[src/design/boot_cfg_consts.vh]
// field positions, reset values and register offsets for the boot config
// decoder; included by two of the three design files of that block
`ifndef BOOT_CFG_CONSTS_VH
`define BOOT_CFG_CONSTS_VH
// config word zero fields
`define WPROT_MSB 19
`define WPROT_LSB 12
`define WPROT_OFF 8'hff
`define PAIR_SEL_BIT 3
`define DBG_MSB 1
`define DBG_LSB 0
`define DBG_ON 2'b10
`define DBG_OFF 2'b11
// config word one fields
`define PBDIV_MSB 13
`define PBDIV_LSB 12
`define CLKOUT_BIT 10
`define POSC_MSB 9
`define POSC_LSB 8
`define POSC_OFF 2'b11
`define POSC_EXT 2'b00
`define TWOSPD_BIT 7
`define SOSC_BIT 5
`define OSCSEL_MSB 2
`define OSCSEL_LSB 0
`define OSCSEL_PRI 3'b010
// reserved positions that must read as ones
`define W0_RSVD_MASK 32'h00000ff4
`define W1_RSVD_MASK 32'h00000858
// flash protect region
`define FLASH_BASE 32'hbd000000
`define FLASH_PAGE_SHIFT 12
// apb register offsets
`define REG_WORD0 12'h000
`define REG_WORD1 12'h004
`define REG_STATUS 12'h008
`define REG_DECODE 12'h00c
`define REG_LIMIT 12'h010
`define REG_CTRL 12'h014
`endif

[src/design/cfg_word_fetch.v]
// reads both configuration words once after reset
// assumes a storage port answering a request with a valid pulse
`timescale 1ns/1ps
module cfg_word_fetch (
  input wire pclk,
  input wire presetn,
  output wire rd_req,
  output wire rd_sel,
  input wire rd_valid,
  input wire [31:0] rd_data,
  output reg [31:0] word0_ff,
  output reg [31:0] word1_ff,
  output reg done_ff
);
  localparam ST_W0 = 2'd0;
  localparam ST_W1 = 2'd1;
  localparam ST_DONE = 2'd2;
  reg [1:0] state_ff;
  reg [1:0] nxt_state;
  // =====================================
  // fetch sequence
  assign rd_req = (state_ff != ST_DONE);
  assign rd_sel = (state_ff == ST_W1);
  always @* begin
    nxt_state = state_ff;
    case (state_ff)
      ST_W0: if (rd_valid) nxt_state = ST_W1;
      ST_W1: if (rd_valid) nxt_state = ST_DONE;
      default: nxt_state = ST_DONE;
    endcase
  end
  always @(posedge pclk or negedge presetn) begin
    if (!presetn) begin
      state_ff <= ST_W0;
      word0_ff <= 32'hffffffff;
      word1_ff <= 32'hffffffff;
      done_ff <= 1'b0;
    end else begin
      state_ff <= nxt_state;
      if (state_ff == ST_W0 && rd_valid) begin
        word0_ff <= rd_data;
      end
      if (state_ff == ST_W1 && rd_valid) begin
        word1_ff <= rd_data;
        done_ff <= 1'b1;
      end
    end
  end
endmodule

[src/design/pb_clock_div.v]
// peripheral bus clock enable: one pulse per 1, 2, 4 or 8 clocks
// assumes the divisor code is steady after start-up
`timescale 1ns/1ps
`include "boot_cfg_consts.vh"
module pb_clock_div (
  input wire pclk,
  input wire presetn,
  input wire run,
  input wire [1:0] div_code,
  output reg tick_ff
);
  reg [2:0] cnt_ff;
  wire [2:0] last;
  // =====================================
  // divider
  assign last = (3'd1 << div_code) - 3'd1;
  always @(posedge pclk or negedge presetn) begin
    if (!presetn) begin
      cnt_ff <= 3'd0;
      tick_ff <= 1'b0;
    end else if (!run) begin
      cnt_ff <= 3'd0;
      tick_ff <= 1'b0;
    end else if (cnt_ff >= last) begin
      cnt_ff <= 3'd0;
      tick_ff <= 1'b1;
    end else begin
      cnt_ff <= cnt_ff + 3'd1;
      tick_ff <= 1'b0;
    end
  end
endmodule

[src/design/boot_config_word_decode.v]
// decodes the two boot configuration words into control outputs
// assumes storage answers reads and software uses the apb port
//
// Behaviour
// - protect field is complement of page count
// - block writes inside protected low flash region
// - bit set selects second debug pin pair
// - debugger enabled only for code 10
// - code protect forces debugger field to 11
// - peripheral clock is system clock over 1/2/4/8
// - clock out only when primary off or external
// - primary oscillator mode from two-bit field
// - two-speed start-up follows switchover bit
// - secondary oscillator follows its enable bit
// - initial oscillator from three-bit code
//
// Added by the designer: the APB register port and the placing of the registers.
`timescale 1ns/1ps
`include "boot_cfg_consts.vh"
module boot_config_word_decode (
  input wire pclk,
  input wire presetn,
  input wire psel,
  input wire penable,
  input wire pwrite,
  input wire [11:0] paddr,
  input wire [31:0] pwdata,
  output reg [31:0] prdata,
  output wire pready,
  output wire pslverr,
  output wire cfg_rd_req,
  output wire cfg_rd_sel,
  input wire cfg_rd_valid,
  input wire [31:0] cfg_rd_data,
  input wire code_protect,
  input wire flash_wr_req,
  input wire [31:0] flash_wr_addr,
  output wire flash_wr_block,
  output reg cfg_ready_ff,
  output reg debug_pair_select_ff,
  output reg debugger_enable_ff,
  output reg [1:0] debug_field_ff,
  output reg [1:0] periph_clock_divisor_ff,
  output wire periph_bus_clock_tick,
  output reg clock_out_enable_ff,
  output reg [1:0] primary_osc_mode_ff,
  output reg two_speed_startup_enable_ff,
  output reg secondary_osc_enable_ff,
  output reg [2:0] initial_osc_select_ff,
  output reg [31:0] protect_limit_ff,
  output reg protect_on_ff,
  output reg rsvd_err_ff,
  output reg osc_conflict_ff
);
  wire [31:0] word0;
  wire [31:0] word1;
  wire fetch_done;
  reg done_d_ff;
  reg cp_s1_ff;
  reg cp_s2_ff;
  reg clkdiv_run_ff;
  reg [31:0] blocked_cnt_ff;
  wire [7:0] prot_n;
  wire [7:0] pages;
  wire [1:0] posc;
  wire [1:0] dbg_raw;
  wire load;
  wire apb_wr;
  wire apb_rd;
  wire wr_hit;
  wire prot_hit;
  // =====================================
  // start-up fetch
  cfg_word_fetch u_fetch (
    .pclk(pclk),
    .presetn(presetn),
    .rd_req(cfg_rd_req),
    .rd_sel(cfg_rd_sel),
    .rd_valid(cfg_rd_valid),
    .rd_data(cfg_rd_data),
    .word0_ff(word0),
    .word1_ff(word1),
    .done_ff(fetch_done)
  );
  // =====================================
  // synchronise code protect level
  always @(posedge pclk or negedge presetn) begin
    if (!presetn) begin
      cp_s1_ff <= 1'b0;
      cp_s2_ff <= 1'b0;
    end else begin
      cp_s1_ff <= code_protect;
      cp_s2_ff <= cp_s1_ff;
    end
  end
  // =====================================
  // field decode
  assign prot_n = word0[`WPROT_MSB:`WPROT_LSB];
  assign pages = ~prot_n;
  assign posc = word1[`POSC_MSB:`POSC_LSB];
  assign dbg_raw = word0[`DBG_MSB:`DBG_LSB];
  assign load = fetch_done & ~done_d_ff;
  always @(posedge pclk or negedge presetn) begin
    if (!presetn) begin
      done_d_ff <= 1'b0;
      cfg_ready_ff <= 1'b0;
      debug_pair_select_ff <= 1'b0;
      debugger_enable_ff <= 1'b0;
      debug_field_ff <= `DBG_OFF;
      periph_clock_divisor_ff <= 2'b00;
      clock_out_enable_ff <= 1'b0;
      primary_osc_mode_ff <= `POSC_OFF;
      two_speed_startup_enable_ff <= 1'b0;
      secondary_osc_enable_ff <= 1'b0;
      initial_osc_select_ff <= 3'b000;
      protect_limit_ff <= 32'h00000000;
      protect_on_ff <= 1'b0;
      rsvd_err_ff <= 1'b0;
      osc_conflict_ff <= 1'b0;
    end else begin
      done_d_ff <= fetch_done;
      if (load) begin
        cfg_ready_ff <= 1'b1;
        debug_pair_select_ff <= word0[`PAIR_SEL_BIT];
        if (cp_s2_ff) begin
          debug_field_ff <= `DBG_OFF;
          debugger_enable_ff <= 1'b0;
        end else begin
          debug_field_ff <= dbg_raw;
          debugger_enable_ff <= (dbg_raw == `DBG_ON);
        end
        periph_clock_divisor_ff <= word1[`PBDIV_MSB:`PBDIV_LSB];
        clock_out_enable_ff <= word1[`CLKOUT_BIT] &
          ((posc == `POSC_OFF) | (posc == `POSC_EXT));
        primary_osc_mode_ff <= posc;
        two_speed_startup_enable_ff <= word1[`TWOSPD_BIT];
        secondary_osc_enable_ff <= word1[`SOSC_BIT];
        initial_osc_select_ff <= word1[`OSCSEL_MSB:`OSCSEL_LSB];
        protect_on_ff <= (prot_n != `WPROT_OFF);
        protect_limit_ff <= `FLASH_BASE +
          ({24'h000000, pages} << `FLASH_PAGE_SHIFT) - 32'h00000001;
        rsvd_err_ff <=
          ((word0 & `W0_RSVD_MASK) != `W0_RSVD_MASK) |
          ((word1 & `W1_RSVD_MASK) != `W1_RSVD_MASK);
        osc_conflict_ff <= (posc == `POSC_OFF) &
          (word1[`OSCSEL_MSB:`OSCSEL_LSB] == `OSCSEL_PRI);
      end
    end
  end
  // =====================================
  // flash write guard
  assign prot_hit = (flash_wr_addr >= `FLASH_BASE) &
    (flash_wr_addr <= protect_limit_ff);
  assign flash_wr_block = flash_wr_req &
    (~cfg_ready_ff | (protect_on_ff & prot_hit));
  // =====================================
  // peripheral clock
  pb_clock_div u_pbdiv (
    .pclk(pclk),
    .presetn(presetn),
    .run(clkdiv_run_ff),
    .div_code(periph_clock_divisor_ff),
    .tick_ff(periph_bus_clock_tick)
  );
  // =====================================
  // apb slave
  assign pready = 1'b1;
  assign apb_wr = psel & penable & pwrite;
  assign apb_rd = psel & ~pwrite;
  assign wr_hit = (paddr == `REG_CTRL);
  assign pslverr = psel & penable & (pwrite ? ~wr_hit :
    ~((paddr == `REG_WORD0) | (paddr == `REG_WORD1) |
      (paddr == `REG_STATUS) | (paddr == `REG_DECODE) |
      (paddr == `REG_LIMIT) | wr_hit));
  always @(posedge pclk or negedge presetn) begin
    if (!presetn) begin
      clkdiv_run_ff <= 1'b1;
      blocked_cnt_ff <= 32'h00000000;
    end else begin
      if (apb_wr && wr_hit) begin
        clkdiv_run_ff <= pwdata[0];
      end
      if (flash_wr_block) begin
        blocked_cnt_ff <= blocked_cnt_ff + 32'h00000001;
      end
    end
  end
  always @(posedge pclk or negedge presetn) begin
    if (!presetn) begin
      prdata <= 32'h00000000;
    end else if (apb_rd && !penable) begin
      if (paddr == `REG_WORD0) begin
        prdata <= word0;
      end else if (paddr == `REG_WORD1) begin
        prdata <= word1;
      end else if (paddr == `REG_STATUS) begin
        prdata <= {28'h0000000, osc_conflict_ff, rsvd_err_ff,
          protect_on_ff, cfg_ready_ff};
      end else if (paddr == `REG_DECODE) begin
        prdata <= {18'h00000, initial_osc_select_ff,
          secondary_osc_enable_ff, two_speed_startup_enable_ff,
          primary_osc_mode_ff, clock_out_enable_ff,
          periph_clock_divisor_ff, debug_field_ff,
          debugger_enable_ff, debug_pair_select_ff};
      end else if (paddr == `REG_LIMIT) begin
        prdata <= protect_limit_ff;
      end else if (paddr == `REG_CTRL) begin
        prdata <= {31'h00000000, clkdiv_run_ff};
      end else begin
        prdata <= blocked_cnt_ff;
      end
    end
  end
endmodule

[config.mk]
export PLATFORM = sky130hd
export DESIGN_NAME = boot_config_word_decode
export DESIGN_NICKNAME = d
export VERILOG_FILES = /design/src/design/cfg_word_fetch.v /design/src/design/pb_clock_div.v /design/src/design/boot_config_word_decode.v
export VERILOG_INCLUDE_DIRS = /design/src /design/src/design
export SDC_FILE = /design/constraint.sdc
export NUM_CORES = 1
export LEC_CHECK = 0
export ABC_AREA = 1
export BUFFER_PORTS_ARGS = -buffer_cell sky130_fd_sc_hd__buf_2
export CAP_MARGIN = 5
export CORE_ASPECT_RATIO = 0.6
export CORE_UTILIZATION = 25
export CTS_CLUSTER_SIZE = 30
export DETAILED_ROUTE_END_ITERATION = 8
export MAX_ROUTING_LAYER = met4
export SLEW_MARGIN = 20
export SYNTH_ARGS = -nofsm -noshare
export SYNTH_HDL_FRONTEND = slang
export SYNTH_SLANG_ARGS = --single-unit
[constraint.sdc]
create_clock -name pclk -period 4.45 [get_ports pclk]
set_input_delay 0.6675 -clock pclk [delete_from_list [all_inputs] [get_ports pclk]]
set_output_delay 0.6675 -clock pclk [all_outputs]
set_load 0.005 [all_outputs]
Yosys cells after proc, flatten, opt, wreduce, memory -nomap -nowiden
Index checks and enable logic that the tools add are counted.

Shift-type cells: 1. Bitwise logic cells: 24. Mux-type cells: 16. Reduce and logical (&&, ||, !) cells: 9. Eq/ne operators: 15. Order comparisons: 3. Add/subtract/negate cells: 5.

Operator list (count): $mux 32 (6); $add 32x1->32 const B (1); $add 32x20->32 const A (1); $ge 32x32->1 const B (1); $le 32x32->1 (1); $sub 32x1->32 const B (1); $eq 12x4->1 const B (2); $eq 12x5->1 const B (2); $eq 12x3->1 const B (1); $logic_not 12->1 (1); $and 1x1->1 (10); $ne 9x9->1 const B (1); $ne 8x8->1 const B (1); $not 8->8 (1); $or 1x1->1 (8); $mux 2 (3); $mux 3 (2); $not 1->1 (5); $eq 2x2->1 const B (2); $logic_and 1x1->1 (4); $logic_not 2->1 (2); $mux 1 (4); $ne 2x2->1 const B (2); $ne 4x4->1 const B (1); 10 further kinds (10).

Logic and storage cells: 99. Output and inout port bits: 88. Register bits: 189. Input bits: 116.

Logic depth before layout (Yosys ltp)
Gate-level depths: netlist of the first run.

Depth after elaboration: 9. Mapped depth: 20. Gate-level depth less buffers: 19.

Hierarchy
Synthesis of the first run repeated with hierarchy kept, for this count alone.

Cell total of the unflattened synthesis: 1299. Area total of the unflattened synthesis: 9959.6 µm².

Modules (own cells, without submodules): boot_config_word_decode (times used 1, cells each 973, area an instance 6915.4 µm², sequential area each 2483.6 µm²); cfg_word_fetch (times used 1, cells each 295, area an instance 2797.7 µm², sequential area each 1756.7 µm²); pb_clock_div (times used 1, cells each 31, area an instance 246.5 µm², sequential area each 100.1 µm²).

Worst setup path after synthesis of the first run
OpenSTA, ideal clock, no wires.

Kind: reg-to-output. From: register protect_limit_ff[29]. To: output flash_wr_block. Stages on the path, launching flop included: 13. Data required time: 3783 ps. Arrival time: 2535 ps. Path slack: 1247 ps. Buffers on the path: 1. Cells stage by stage: dfrtp_1 -> inv_1 -> ha_1 -> nand2_1 -> nor3_1 -> nor2b_1 -> nand4_1 -> nand2_1 -> nand2_1 -> nand2_2 -> nand2_2 -> buf_4 -> inv_1.

Cells in the longest elaborated chain, start to end: 5.

Ends and longest elaborated chain: start: declaration (RTL line boot_config_word_decode.v:50) `output reg [31:0] protect_limit_ff,`; start signal: assignment (RTL line boot_config_word_decode.v:140) `` protect_limit_ff <= `FLASH_BASE + ``; $le 32x32->1 (RTL line boot_config_word_decode.v:153) `(flash_wr_addr <= protect_limit_ff);`; $and 1x1->1 (RTL line boot_config_word_decode.v:152) `` assign prot_hit = (flash_wr_addr >= `FLASH_BASE) & ``; $and 1x1->1 (RTL line boot_config_word_decode.v:155) `(~cfg_ready_ff | (protect_on_ff & prot_hit));`; $or 1x1->1 (RTL line boot_config_word_decode.v:155); $and 1x1->1 (RTL line boot_config_word_decode.v:154) `assign flash_wr_block = flash_wr_req &`; end: declaration (RTL line boot_config_word_decode.v:38) `output wire flash_wr_block,`.

Every way passes these cells.

Final worst setup path of the first run
Ends and elaborated chain as after synthesis.

==> qor.yml, run 1 <==
outcome:
  outcome: "finished clean"
sta:
  fin_setup_tns_ps: 0
  whs_ps: 276.4
  fin_crit_sh_pct: 83.60
  setup_violations: 0
  slew_headroom_pct: 29.22
  finalWorstSetupSlack_ps: 729.7
  fmax_ghz: 0.2688
  tightest_slew_ps: 1060
  fin_crit_ps: 3720
  rsz0062_at_grt: "false"
  hold_viol: 0
  finClkSkew_ps: 10.93
  finalMaxSlewViolations: 0
synthesis:
  synth_area_leaders: "dfrtp_1, dfstp_2, nand2_1, o21ai_0, ha_1"
  ys_seq_area_share_pct: 44.87
  synthArstFlopShare_pct: 100.0
  syn-cell-area_um2: 9673
  ys_warn_count: 0
  synthFlopType: "dfrtp_1"
  synth_compound_area_share_pct: 12.22
  synthSimpleGateAreaFrac_pct: 26.03
  syn_area_per_cell_um2: 7.732
  muxShareOfSynthArea_pct: 0
  synth-xor-area-share_pct: 2.897
  synth_top_area_share_pct: 26.13
  ys_ff_latch: 170
  synth_cell_types: 46
  synth_top_area_cell: "dfrtp_1"
  synth_edf_count: 0
  syn_inst: 1251
  synth_top_family_by_area: "simple AND/OR/NAND/NOR gates"
  synth-adder-area-share_pct: 4.786
clocking:
  clk_latency_ps: 450
  cts_root_buffer: "clkbuf_16"
  post_cts_resized: 0
  cts_setup_buffers: 0
  clk_pin_slew_ps: 60
  hold_buffers: 0
  numCtsBuffers: 17
  clock_sinks: 170
  h-tree-depth: 4
  cts_max_path_buffers: 2
  cts_tree: "done"
grt:
  grt_use_met2_pct: 22.81
  gr-total-overflow: 0
  grt_pass1_vias: 8544
  grt_first_pass_wirelength_um: 49360
  grt-busiest-layer: "met1"
  grt_max_degree: 89
  grtUsageTotal_pct: 16.75
  gr-usage-met1_pct: 24.21
  antenna_found_initial: 2
  met3_usage_pct: 4.015
layout:
  drive_gt1_share_pct: 21.71
  fin_cells: 1905
  fillCellCount: 4079
  multi_input_area_um2: 4474
  area_growth_pct: 18.37
  regArea_um2: 4340
  final_util_pct: 30.20
  fin_nets: 1531
  final_cell_area_um2: 11450
pwr:
  peakVddDrop_uv: 202.8
  power.total_mw: 3.326
  power_density_nw_per_um2: 290.5
  p_leak_nw: 5.584
die:
  core_um2: 37920
  row_count: 55
  die_area_um2: 39510
  die_w_um: 255.9
  io_pins: 204
  initial_core_util_pct: 25.51
  die_y_um: 154.4
flow_run:
  maxCapViolCount: 0
worst_setup_path:
  cp.required_ps: 3780
  path_class: "reg2out"
  r2r-start: "protect_limit_ff[29]"
  endpoint_kind: "output port"
  arrival_ps: 3050
  startpoint_type: "register"
  crit_fanout: 33
  r2r_slack_ps: 1490
  rr_worst_depth: 14
  r2r_end: "blocked_cnt_ff[3]"
placed_design:
  gp_congestion: 0.9591
  io_buffers: 169
  dp_hpwl_um: 23920
  place_inst: 1872
  dp_slack_ps: 1142
  dpl_cell_area_um2: 10880
drt:
  ant_nets: 0
  drt_iter0_drc: 805
  routedWlPerCell_um: 16.50
  finalWirelength_um: 31440
  via_per_inst: 4.677
  vias: 8910
  drc_errors: 0
  firstDrtPassIters: 5
worst_hold_path:
  hold_class: "in2async"
[layout by cell type (no fill, tap or decap), types with 2 or more instances in the layout]
| cell type | instances |
|---|---|
| a21oi_1 | 29 |
| a31oi_1 | 2 |
| buf_2 | 168 |
| buf_4 | 10 |
| clkbuf_1 | 5 |
| clkbuf_16 | 18 |
| clkbuf_8 | 2 |
| clkinv_2 | 4 |
| conb_1 | 3 |
| dfrtp_1 | 101 |
| dfstp_2 | 69 |
| ha_1 | 37 |
| inv_1 | 122 |
| inv_2 | 6 |
| nand2_1 | 374 |
| nand2_2 | 5 |
| nand2_4 | 2 |
| nand3_1 | 86 |
| nand4_1 | 16 |
| nor2_1 | 66 |
| nor3_1 | 19 |
| nor3_2 | 2 |
| nor3_4 | 2 |
| nor4_1 | 7 |
| o211ai_1 | 20 |
| o21a_1 | 2 |
| o21ai_0 | 130 |
| o21ai_1 | 17 |
| o21bai_1 | 4 |
| o22ai_1 | 5 |
| or2_0 | 2 |
| or2_2 | 4 |
| xnor2_1 | 11 |
| xor2_1 | 21 |
[report_power, final]
| part | internal (mW) | switching, mW | total (mW) |
|---|---|---|---|
| combinational | 0.0928 | 0.166 | 0.259 |
| sequential | 1.58 | 0.0373 | 1.61 |
| clock | 0.830 | 0.624 | 1.45 |
[worst max-delay path, cell delays in order (launching register included)]
cell	delay, ps
dfrtp_1	380
inv_1	440
ha_1	250
nand2_1	80
nor3_1	250
nor2b_1	210
nand4_1	110
nand2_1	90
nand2_1	60
nand2_2	60
buf_4	350
nand2_2	100
inv_1	110
buf_2	120
[synth_stat cells (2+ instances only)]
| library cell | n |
|---|---|
| inv_2 | 6 |
| o21a_1 | 2 |
| a21oi_1 | 29 |
| dfrtp_1 | 101 |
| o21bai_1 | 4 |
| nor2_1 | 67 |
| clkbuf_1 | 30 |
| buf_2 | 15 |
| nand3_1 | 87 |
| nor4_1 | 7 |
| xor2_1 | 21 |
| nand4_1 | 16 |
| o21ai_0 | 130 |
| nand2_1 | 375 |
| or2_0 | 2 |
| or2_2 | 4 |
| ha_1 | 37 |
| nand2_2 | 5 |
| nor3_4 | 2 |
| buf_6 | 2 |
| xnor2_1 | 11 |
| buf_4 | 25 |
| conb_1 | 2 |
| o211ai_1 | 20 |
| o22ai_1 | 5 |
| o21ai_1 | 17 |
| nor3_1 | 20 |
| inv_1 | 122 |
| a31oi_1 | 2 |
| dfstp_2 | 69 |
[flip-flops by register name, summed over array words and instances (netlist names), 2 cells and up]
signal and cells:
blocked_cnt_ff 32, debug_field_ff 2, initial_osc_select_ff 3, periph_clock_divisor_ff 2, prdata 32, primary_osc_mode_ff 2, protect_limit_ff 14, u_fetch.state_ff 2
u_fetch.word0_ff 32, u_fetch.word1_ff 32, u_pbdiv.cnt_ff 3
[routing by layer]
metal  part of all wire (%)  wire [um]  vias up
li1                       -          -     4293
met1                     50      15870     4282
met2                     41      12750      298
met3                    7.1       2239       37
met4                    1.9        583        0
met5                      0          0        -
[cells by family (layout without fill, tap and decap cells)]
family,Yosys count,in the layout
AOI/OAI and AO/OA,216,216
buffers and inverters,201,340
and+or+nand+nor,593,593
adders and majority gates,37,37
other,2,4
xor gates and xnor gates,32,32
DFF,170,170
[final cells by class]
class | instances | share of cell area [%]
multi-input combinational | 881 | 39.08
sequential | 170 | 37.91
timing repair buffer | 180 | 8.272
tap | 513 | 5.606
clock buffer | 25 | 4.338
inverter | 128 | 4.196
clock inverter | 7 | 0.5792
antenna | 1 | 0.02186
[worst max path at each step]
stage,from,endpoint,slack (ps),depth (start not counted)
finish,protect_limit_ff[29],flash_wr_block,730,13
global route,protect_limit_ff[29],flash_wr_block,430,13
CTS,protect_limit_ff[29],flash_wr_block,700,13
detailed placement,flash_wr_addr[31],flash_wr_block,1140,13
global placement,flash_wr_addr[31],flash_wr_block,1190,13
floorplan,protect_limit_ff[29],flash_wr_block,1250,12
No activity file was read; power rests on OpenSTA's default activity.
==> inputs of run 2 (changes only) <==
==> constraint.sdc (replaced) <==
create_clock -name pclk -period 3.59 [get_ports pclk]
set_input_delay 0.5385 -clock pclk [delete_from_list [all_inputs] [get_ports pclk]]
set_output_delay 0.5385 -clock pclk [all_outputs]
set_load 0.005 [all_outputs]
==> run 2 against run 1 <==
Clock skew up 2.1 ps. Register-to-register slack worse by 500 ps. Sequential share of layout area down 0.13 points. Count of clock-buffer cells in the layout decreased by 4. Critical path type unchanged. Largest power group unchanged.
==> qor.yml, run 2 (synthesis gave the netlist of run 1 again) <==
clocking:
  numCtsBuffers: 17  # unchanged
  post_cts_resized: 0  # unchanged
  cts_setup_buffers: 0  # unchanged
  h-tree-depth: 4  # unchanged
  cts_root_buffer: "clkbuf_16"  # unchanged
  clk_latency_ps: 440  # was 450 ps
  cts_max_path_buffers: 2  # unchanged
  cts_tree: "done"  # unchanged
  clk_pin_slew_ps: 70  # was 60 ps
  hold_buffers: 0  # unchanged
  clock_sinks: 170  # unchanged
worst_setup_path:
  path_cells: "inv_1 > ha_1 > nand2_1 > nor3_1 > nor2b_1 > nand4_1 > nand2_1 > nand2_1 > nand2_2 > nand2_2 > inv_1 > buf_2"  # was inv_1 > ha_1 > nand2_1 > nor3_1 > nor2b_1 > nand4_1 > nand2_1 > nand2_1 > nand2_2 > buf_4 > nand2_2 > inv_1 > buf_2
  max_stage_delay_ps: 410  # was 440 ps
  startpoint_type: "register"  # unchanged
  r2r_slack_ps: 990  # was 1490 ps
  crit_fanout: 17  # was 33
  cp.required_ps: 3050  # was 3780 ps
  path_class: "reg2out"  # unchanged
  slowest_stage: "inv_1"  # unchanged
  critPathMostFrequentCell: "nand2_1"  # unchanged
  arrival_ps: 2640  # was 3050 ps
  rr_worst_depth: 14  # unchanged
  endpoint_kind: "output port"  # unchanged
drt:
  routedWlPerCell_um: 16.62  # was 16.50 um
  drc_errors: 0  # unchanged
  vias: 8983  # was 8910
  via_per_inst: 4.706  # was 4.677
  drt_iter0_drc: 899  # was 805
  finalWirelength_um: 31730  # was 31440 um
  firstDrtPassIters: 6  # was 5
  ant_nets: 0  # unchanged
sta:
  hold_viol: 0  # unchanged
  fin_setup_tns_ps: 0  # unchanged
  finClkSkew_ps: 13.07  # was 10.93 ps
  rsz0062_at_grt: "false"  # unchanged
  fin_crit_sh_pct: 88.56
  slew_headroom_pct: 35.52  # was 29.22%
  tightest_slew_ps: 967.2  # was 1060 ps
  fmax_ghz: 0.3145
  fin_crit_ps: 3179
  setup_violations: 0  # unchanged
  finalMaxSlewViolations: 0  # unchanged
die:
  die_area_um2: 39510  # unchanged
  die_y_um: 154.4  # unchanged
  io_pins: 204  # unchanged
  row_count: 55  # unchanged
  die_w_um: 255.9  # unchanged
  initial_core_util_pct: 25.51  # unchanged
  core_um2: 37920  # unchanged
worst_hold_path:
  hold_class: "in2async"  # unchanged
pwr:
  power_density_nw_per_um2: 361.9  # was 290.5 nW/um^2
  p_int_mw: 3.094  # was 2.499 mW
  power_switching_mw: 1.064  # was 827.2 uW
  peakVddDrop_uv: 259.9  # was 202.8 uV
  power.share.clock_pct: 44.1  # was 43.7%
  seq_power_share_pct: 48.2  # was 48.5%
  p_leak_nw: 5.599  # was 5.584 nW
  comb_power_share_pct: 7.7  # was 7.8%
  p_sw_share_pct: 25.58  # was 24.87%
placed_design:
  io_buffers: 169  # unchanged
  dpl_cell_area_um2: 10900  # was 10880 um^2
  dp_hpwl_um: 24020  # was 23920 um
  gp_congestion: 0.9592  # was 0.9591
flow_run:
  maxCapViolCount: 0  # unchanged
layout:
  fin_nets: 1535  # was 1531
  area_growth_pct: 18.77  # was 18.37%
  final_cell_area_um2: 11490  # was 11450 um^2
  drive_gt1_share_pct: 22.15  # was 21.71%
  final_cell_mix: "nand2_1, buf_2, o21ai_0"  # unchanged
  layout_commonest_cell: "nand2_1"  # unchanged
  fillCellCount: 4087  # was 4079
grt:
  gr-total-overflow: 0  # unchanged
  grtUsageTotal_pct: 16.73  # was 16.75%
  grt_first_pass_wirelength_um: 49270  # was 49360 um
  grt_max_degree: 100  # was 89
  antenna_found_initial: 2  # unchanged
  grt_pass1_vias: 8487  # was 8544
outcome:
  outcome: "finished clean"  # unchanged
==> run 2: changes by cell type in the layout (fill, tap and decap cells not counted), sizes merged <==
cell      previous run  this run
buf                180       184
clkbuf              25        21
inv                128       131
clkinvlp             1         3
clkinv               5         4
==> run 2: final cells by class <==
class	instances	area [um^2]	share of cell area [%]
Multi-Input combinational cell	881	4474	38.95
Inverter	128	480.5	4.182
Antenna cell	1	2.502	0.02178
Timing Repair Buffer	184	964.7	8.397
Clock buffer	21	471.7	4.106
Sequential cell	170	4340	37.78
Tap cell	513	641.9	5.587
Clock inverter	11	112.6	0.9802
==> run 2: worst paths after layout <==
kind,startpoint,to
worst min-delay path,presetn,prdata[27]
worst max-delay path,protect_limit_ff[29],flash_wr_block
max in group asynchronous,presetn,u_fetch.word1_ff[13]
worst max register to register,protect_limit_ff[29],blocked_cnt_ff[30]
worst min register to register,cp_s1_ff,cp_s2_ff
min in group pclk,code_protect,cp_s1_ff
==> run 2: metal layers <==
layer / vias to the layer above / track usage [%] / routed length, um / share of wire (%)
met1: 4282 / 24.05 / 15480 / 49
met2: 372 / 23.32 / 13110 / 41
met5: - / - / 0 / 0
li1: 4307 / - / - / -
met3: 22 / 3.835 / 2797 / 8.8
met4: 0 / 4.277 / 346 / 1.1
==> run 2: power by group through the flow <==
stage                     Sequential (mW)  Clock, mW  Combinational, mW
final                                2.00       1.84              0.320
after global routing                 2.00       1.95              0.364
after CTS                            2.00       1.87              0.325
after detailed placement             2.03          0              0.324
after global placement               2.03          0              0.320
after floorplan                      2.01          0              0.163
==> run 2: through the flow <==
| step | power (mW) | utilization, % | hold WS [ps] | worst slack, ps | cells |
|---|---|---|---|---|---|
| 2_1_floorplan | 2.174 | - | 242.9 | 516.1 | 1252 |
| 6_report | 4.158 | 30.30 | 152.6 | 410.7 | 1909 |
| 3_5_place_dp | 2.356 | 28.74 | 336.4 | 831.7 | 1876 |
| 3_3_place_gp | 2.350 | 28.74 | 336.2 | 883.7 | 1876 |
| 5_1_grt | 4.320 | 30.30 | 203.6 | 129.0 | 1909 |
| 4_1_cts | 4.193 | 30.28 | 207.4 | 346.2 | 1908 |
==> run 2: critical path: cells and delay by family (launching register included) <==
family / cells / cell delay (ps)
adders and majority gates: 1 / 250
DFF: 1 / 370
buffers and inverters: 3 / 630
and+or+nand+nor: 8 / 940
==> inputs of run 3 (changes only) <==
--- a/config.mk
+++ b/config.mk
@@ -10,10 +10,12 @@
 export BUFFER_PORTS_ARGS = -buffer_cell sky130_fd_sc_hd__buf_2
 export CAP_MARGIN = 5
 export CORE_ASPECT_RATIO = 0.6
+export CORE_MARGIN = 4
 export CORE_UTILIZATION = 25
 export CTS_CLUSTER_SIZE = 30
 export DETAILED_ROUTE_END_ITERATION = 8
 export MAX_ROUTING_LAYER = met4
+export REMOVE_ABC_BUFFERS = 1
 export SLEW_MARGIN = 20
 export SYNTH_ARGS = -nofsm -noshare
 export SYNTH_HDL_FRONTEND = slang
==> constraint.sdc (replaced) <==
create_clock -name pclk -period 2.6 [get_ports pclk]
set_input_delay 0.39 -clock pclk [delete_from_list [all_inputs] [get_ports pclk]]
set_output_delay 0.39 -clock pclk [all_outputs]
set_load 0.005 [all_outputs]
==> run 3 against run 2 <==
The flow now finishes with violations (setup timing). Sequential cell count unchanged. Combinational power up 46%. Cell count is 1.0% higher. Worst setup slack got worse by 580 ps. Critical path depth is 2 higher. Design area is 3.8% higher. Core utilization is 1.2 points higher. First-iteration DRC count fell by 4.1%. Clock skew rose by 4.8 ps. Count of clock-buffer cells in the layout increased by 4. Global-route usage decreased by 0.47 points. Total power grew 41%.
==> qor.yml, run 3 (synthesis gave the netlist of run 1 again) <==
outcome:
  outcome: "finished with violations"  # was finished clean
  violations: "setup timing"
clocking:
  cts_tree: "done"  # unchanged
  clk_pin_slew_ps: 60  # was 70 ps
  cts_root_buffer: "clkbuf_16"  # unchanged
  clk_latency_ps: 460  # was 440 ps
  cts_max_path_buffers: 2  # unchanged
  h-tree-depth: 4  # unchanged
  clock_sinks: 170  # unchanged
  numCtsBuffers: 17  # unchanged
worst_setup_path:
  path_cells: "inv_2 > buf_8 > ha_4 > nand4_1 > nor3_2 > nor2b_4 > nand2_1 > nand2_1 > nand2_1 > nand2_2 > nand2_4 > nand2_4 > inv_2 > buf_6"  # was inv_1 > ha_1 > nand2_1 > nor3_1 > nor2b_1 > nand4_1 > nand2_1 > nand2_1 > nand2_2 > nand2_2 > inv_1 > buf_2
  slowest_stage: "dfrtp_1"  # was inv_1
  r2r_end: "blocked_cnt_ff[5]"  # was blocked_cnt_ff[30]
  crit_fanout: 6  # was 17
  cp.required_ps: 2210  # was 3050 ps
  crit_family: "simple AND/OR/NAND/NOR gates"  # unchanged
  arrival_ps: 2380  # was 2640 ps
  crit_buf_inv: 4  # was 3
  startpoint_type: "register"  # unchanged
  r2r_slack_ps: 200  # was 990 ps
  path_class: "reg2out"  # unchanged
  critPathMostFrequentCell: "nand2_1"  # unchanged
  endpoint_kind: "output port"  # unchanged
  r2r-start: "protect_limit_ff[29]"  # unchanged
  rr_worst_depth: 15  # was 14
  max_stage_delay_ps: 370  # was 410 ps
  cp.depth: 14  # was 12
  crit_start: "protect_limit_ff[29]"  # unchanged
pwr:
  comb_power_share_pct: 7.9  # was 7.7%
  p_int_mw: 4.434  # was 3.094 mW
  peakVddDrop_uv: 433.2  # was 259.9 uV
  power_switching_mw: 1.447  # was 1.064 mW
  p_sw_share_pct: 24.61  # was 25.58%
  power.share.clock_pct: 45.2  # was 44.1%
  p_leak_nw: 5.719  # was 5.599 nW
  power_density_nw_per_um2: 493.0  # was 361.9 nW/um^2
  power.total_mw: 5.882  # was 4.158 mW
  seq_power_share_pct: 46.8  # was 48.2%
sta:
  finalMaxSlewViolations: 0  # unchanged
  rsz0062_at_grt: "true"  # was false
  fin_crit_ps: 2771
  tightest_slew_ps: 889.8  # was 967.2 ps
  fin_crit_sh_pct: 106.6
  hold_viol: 0  # unchanged
  finalWorstSetupSlack_ps: -170.5  # was 410.7 ps
  slew_headroom_pct: 40.61  # was 35.52%
  fmax_ghz: 0.3609
  setup_violations: 1  # was 0
  finClkSkew_ps: 17.88  # was 13.07 ps
die:
  die_area_um2: 42010  # was 39510 um^2
  initial_core_util_pct: 25.51  # unchanged
  die_w_um: 261.9  # was 255.9 um
  die_y_um: 160.4  # was 154.4 um
  row_count: 55  # unchanged
  core_um2: 37920  # unchanged
  io_pins: 204  # unchanged
layout:
  final_util_pct: 31.46  # was 30.30%
  final_cell_mix: "nand2_1, buf_2, o21ai_0"  # unchanged
  fin_cells: 1929  # was 1909
  n_antenna_cell: 0  # was 1
  area_growth_pct: 23.33  # was 18.77%
  drive_gt1_share_pct: 24.79  # was 22.15%
  final_cell_area_um2: 11930  # was 11490 um^2
  fin_nets: 1556  # was 1535
  layout_commonest_cell: "nand2_1"  # unchanged
drt:
  drt_iter0_drc: 862  # was 899
  finalWirelength_um: 33280  # was 31730 um
  vias: 8973  # was 8983
  via_per_inst: 4.652  # was 4.706
  ant_nets: 0  # unchanged
  firstDrtPassIters: 5  # was 6
  routedWlPerCell_um: 17.25  # was 16.62 um
  drc_errors: 0  # unchanged
grt:
  grtUsageTotal_pct: 16.27  # was 16.73%
  grt_first_pass_wirelength_um: 50960  # was 49270 um
  grt_pass1_vias: 8618  # was 8487
  gr-total-overflow: 0  # unchanged
  grt_max_degree: 65  # was 100
  antenna_found_initial: 0  # was 2
placed_design:
  dp_hpwl_um: 25170  # was 24020 um
  dpl_cell_area_um2: 11090  # was 10900 um^2
  io_buffers: 169  # unchanged
  gp_congestion: 0.9158  # was 0.9592
  place_inst: 1894  # was 1876
  dp_slack_ps: 95.14  # was 831.7 ps
worst_hold_path:
  hold_class: "in2reg"  # was in2async
  hold_start: "code_protect"
  worstHoldEndpoint: "cp_s1_ff"
  hold-path-cell-count: 1
flow_run:
  maxCapViolCount: 0  # unchanged
## run 3: cell count changes in the layout (fill, tap and decap cells not counted), sizes merged
cell,previous run,this run
buf,184,204
dlygate4sd3,0,1
inv,131,128
clkinv,4,1
diode,1,0
bufinv,1,3
clkbuf,21,25
## run 3: final cells by class
class / count / area (um^2)
clock buffer: 25 / 475.5
clock inverter: 7 / 117.6
fill: 4056 / 25990
inverter: 128 / 480.5
multi-input combinational: 881 / 4662
sequential: 170 / 4340
tap: 513 / 641.9
timing repair buffer: 205 / 1212
## run 3: worst max path at each step
stage                     slack, ps                 end
after global placement          130   blocked_cnt_ff[9]
after global routing           -290      flash_wr_block
after detailed placement        100  blocked_cnt_ff[21]
final                          -170      flash_wr_block
after floorplan               -1100      flash_wr_block
after CTS                      -180      flash_wr_block
## run 3: routing by layer
metal / share of wire, % / global-route usage, % / vias to the layer above / wire [um]
met3: 8.7 / 4.523 / 36 / 2894
li1: - / - / 4352 / -
met1: 49 / 23.95 / 4237 / 16360
met2: 41 / 22.07 / 348 / 13540
met5: 0 / - / - / 0
met4: 1.5 / 3.569 / 0 / 485
## run 3: what timing repair did
item,in CTS,in global routing
setup buffers,0,1
hold buffers,1,0
gates resized for setup,16,21
endpoints found under the setup margin,1,1
endpoints found under the hold margin,32,0
pin swaps,3,9
cloned,1,0
## run 3: metrics by stage
stage	hold WS, ps	setup TNS, ps
3_5_place_dp	350.3	0
3_3_place_gp	335.9	0
2_1_floorplan	94.41	-45820
6_report	59.91	-170.5
5_1_grt	24.49	-289.1
4_1_cts	27.26	-183.5
## run 3: power groups by stage
stage	sequential [mW]	clock (mW)	combinational [mW]
CTS	2.75	2.71	0.463
finish	2.76	2.66	0.467
global route	2.76	2.84	0.532
floorplan	2.78	0	0.196
detailed placement	2.80	0	0.454
global placement	2.80	0	0.445
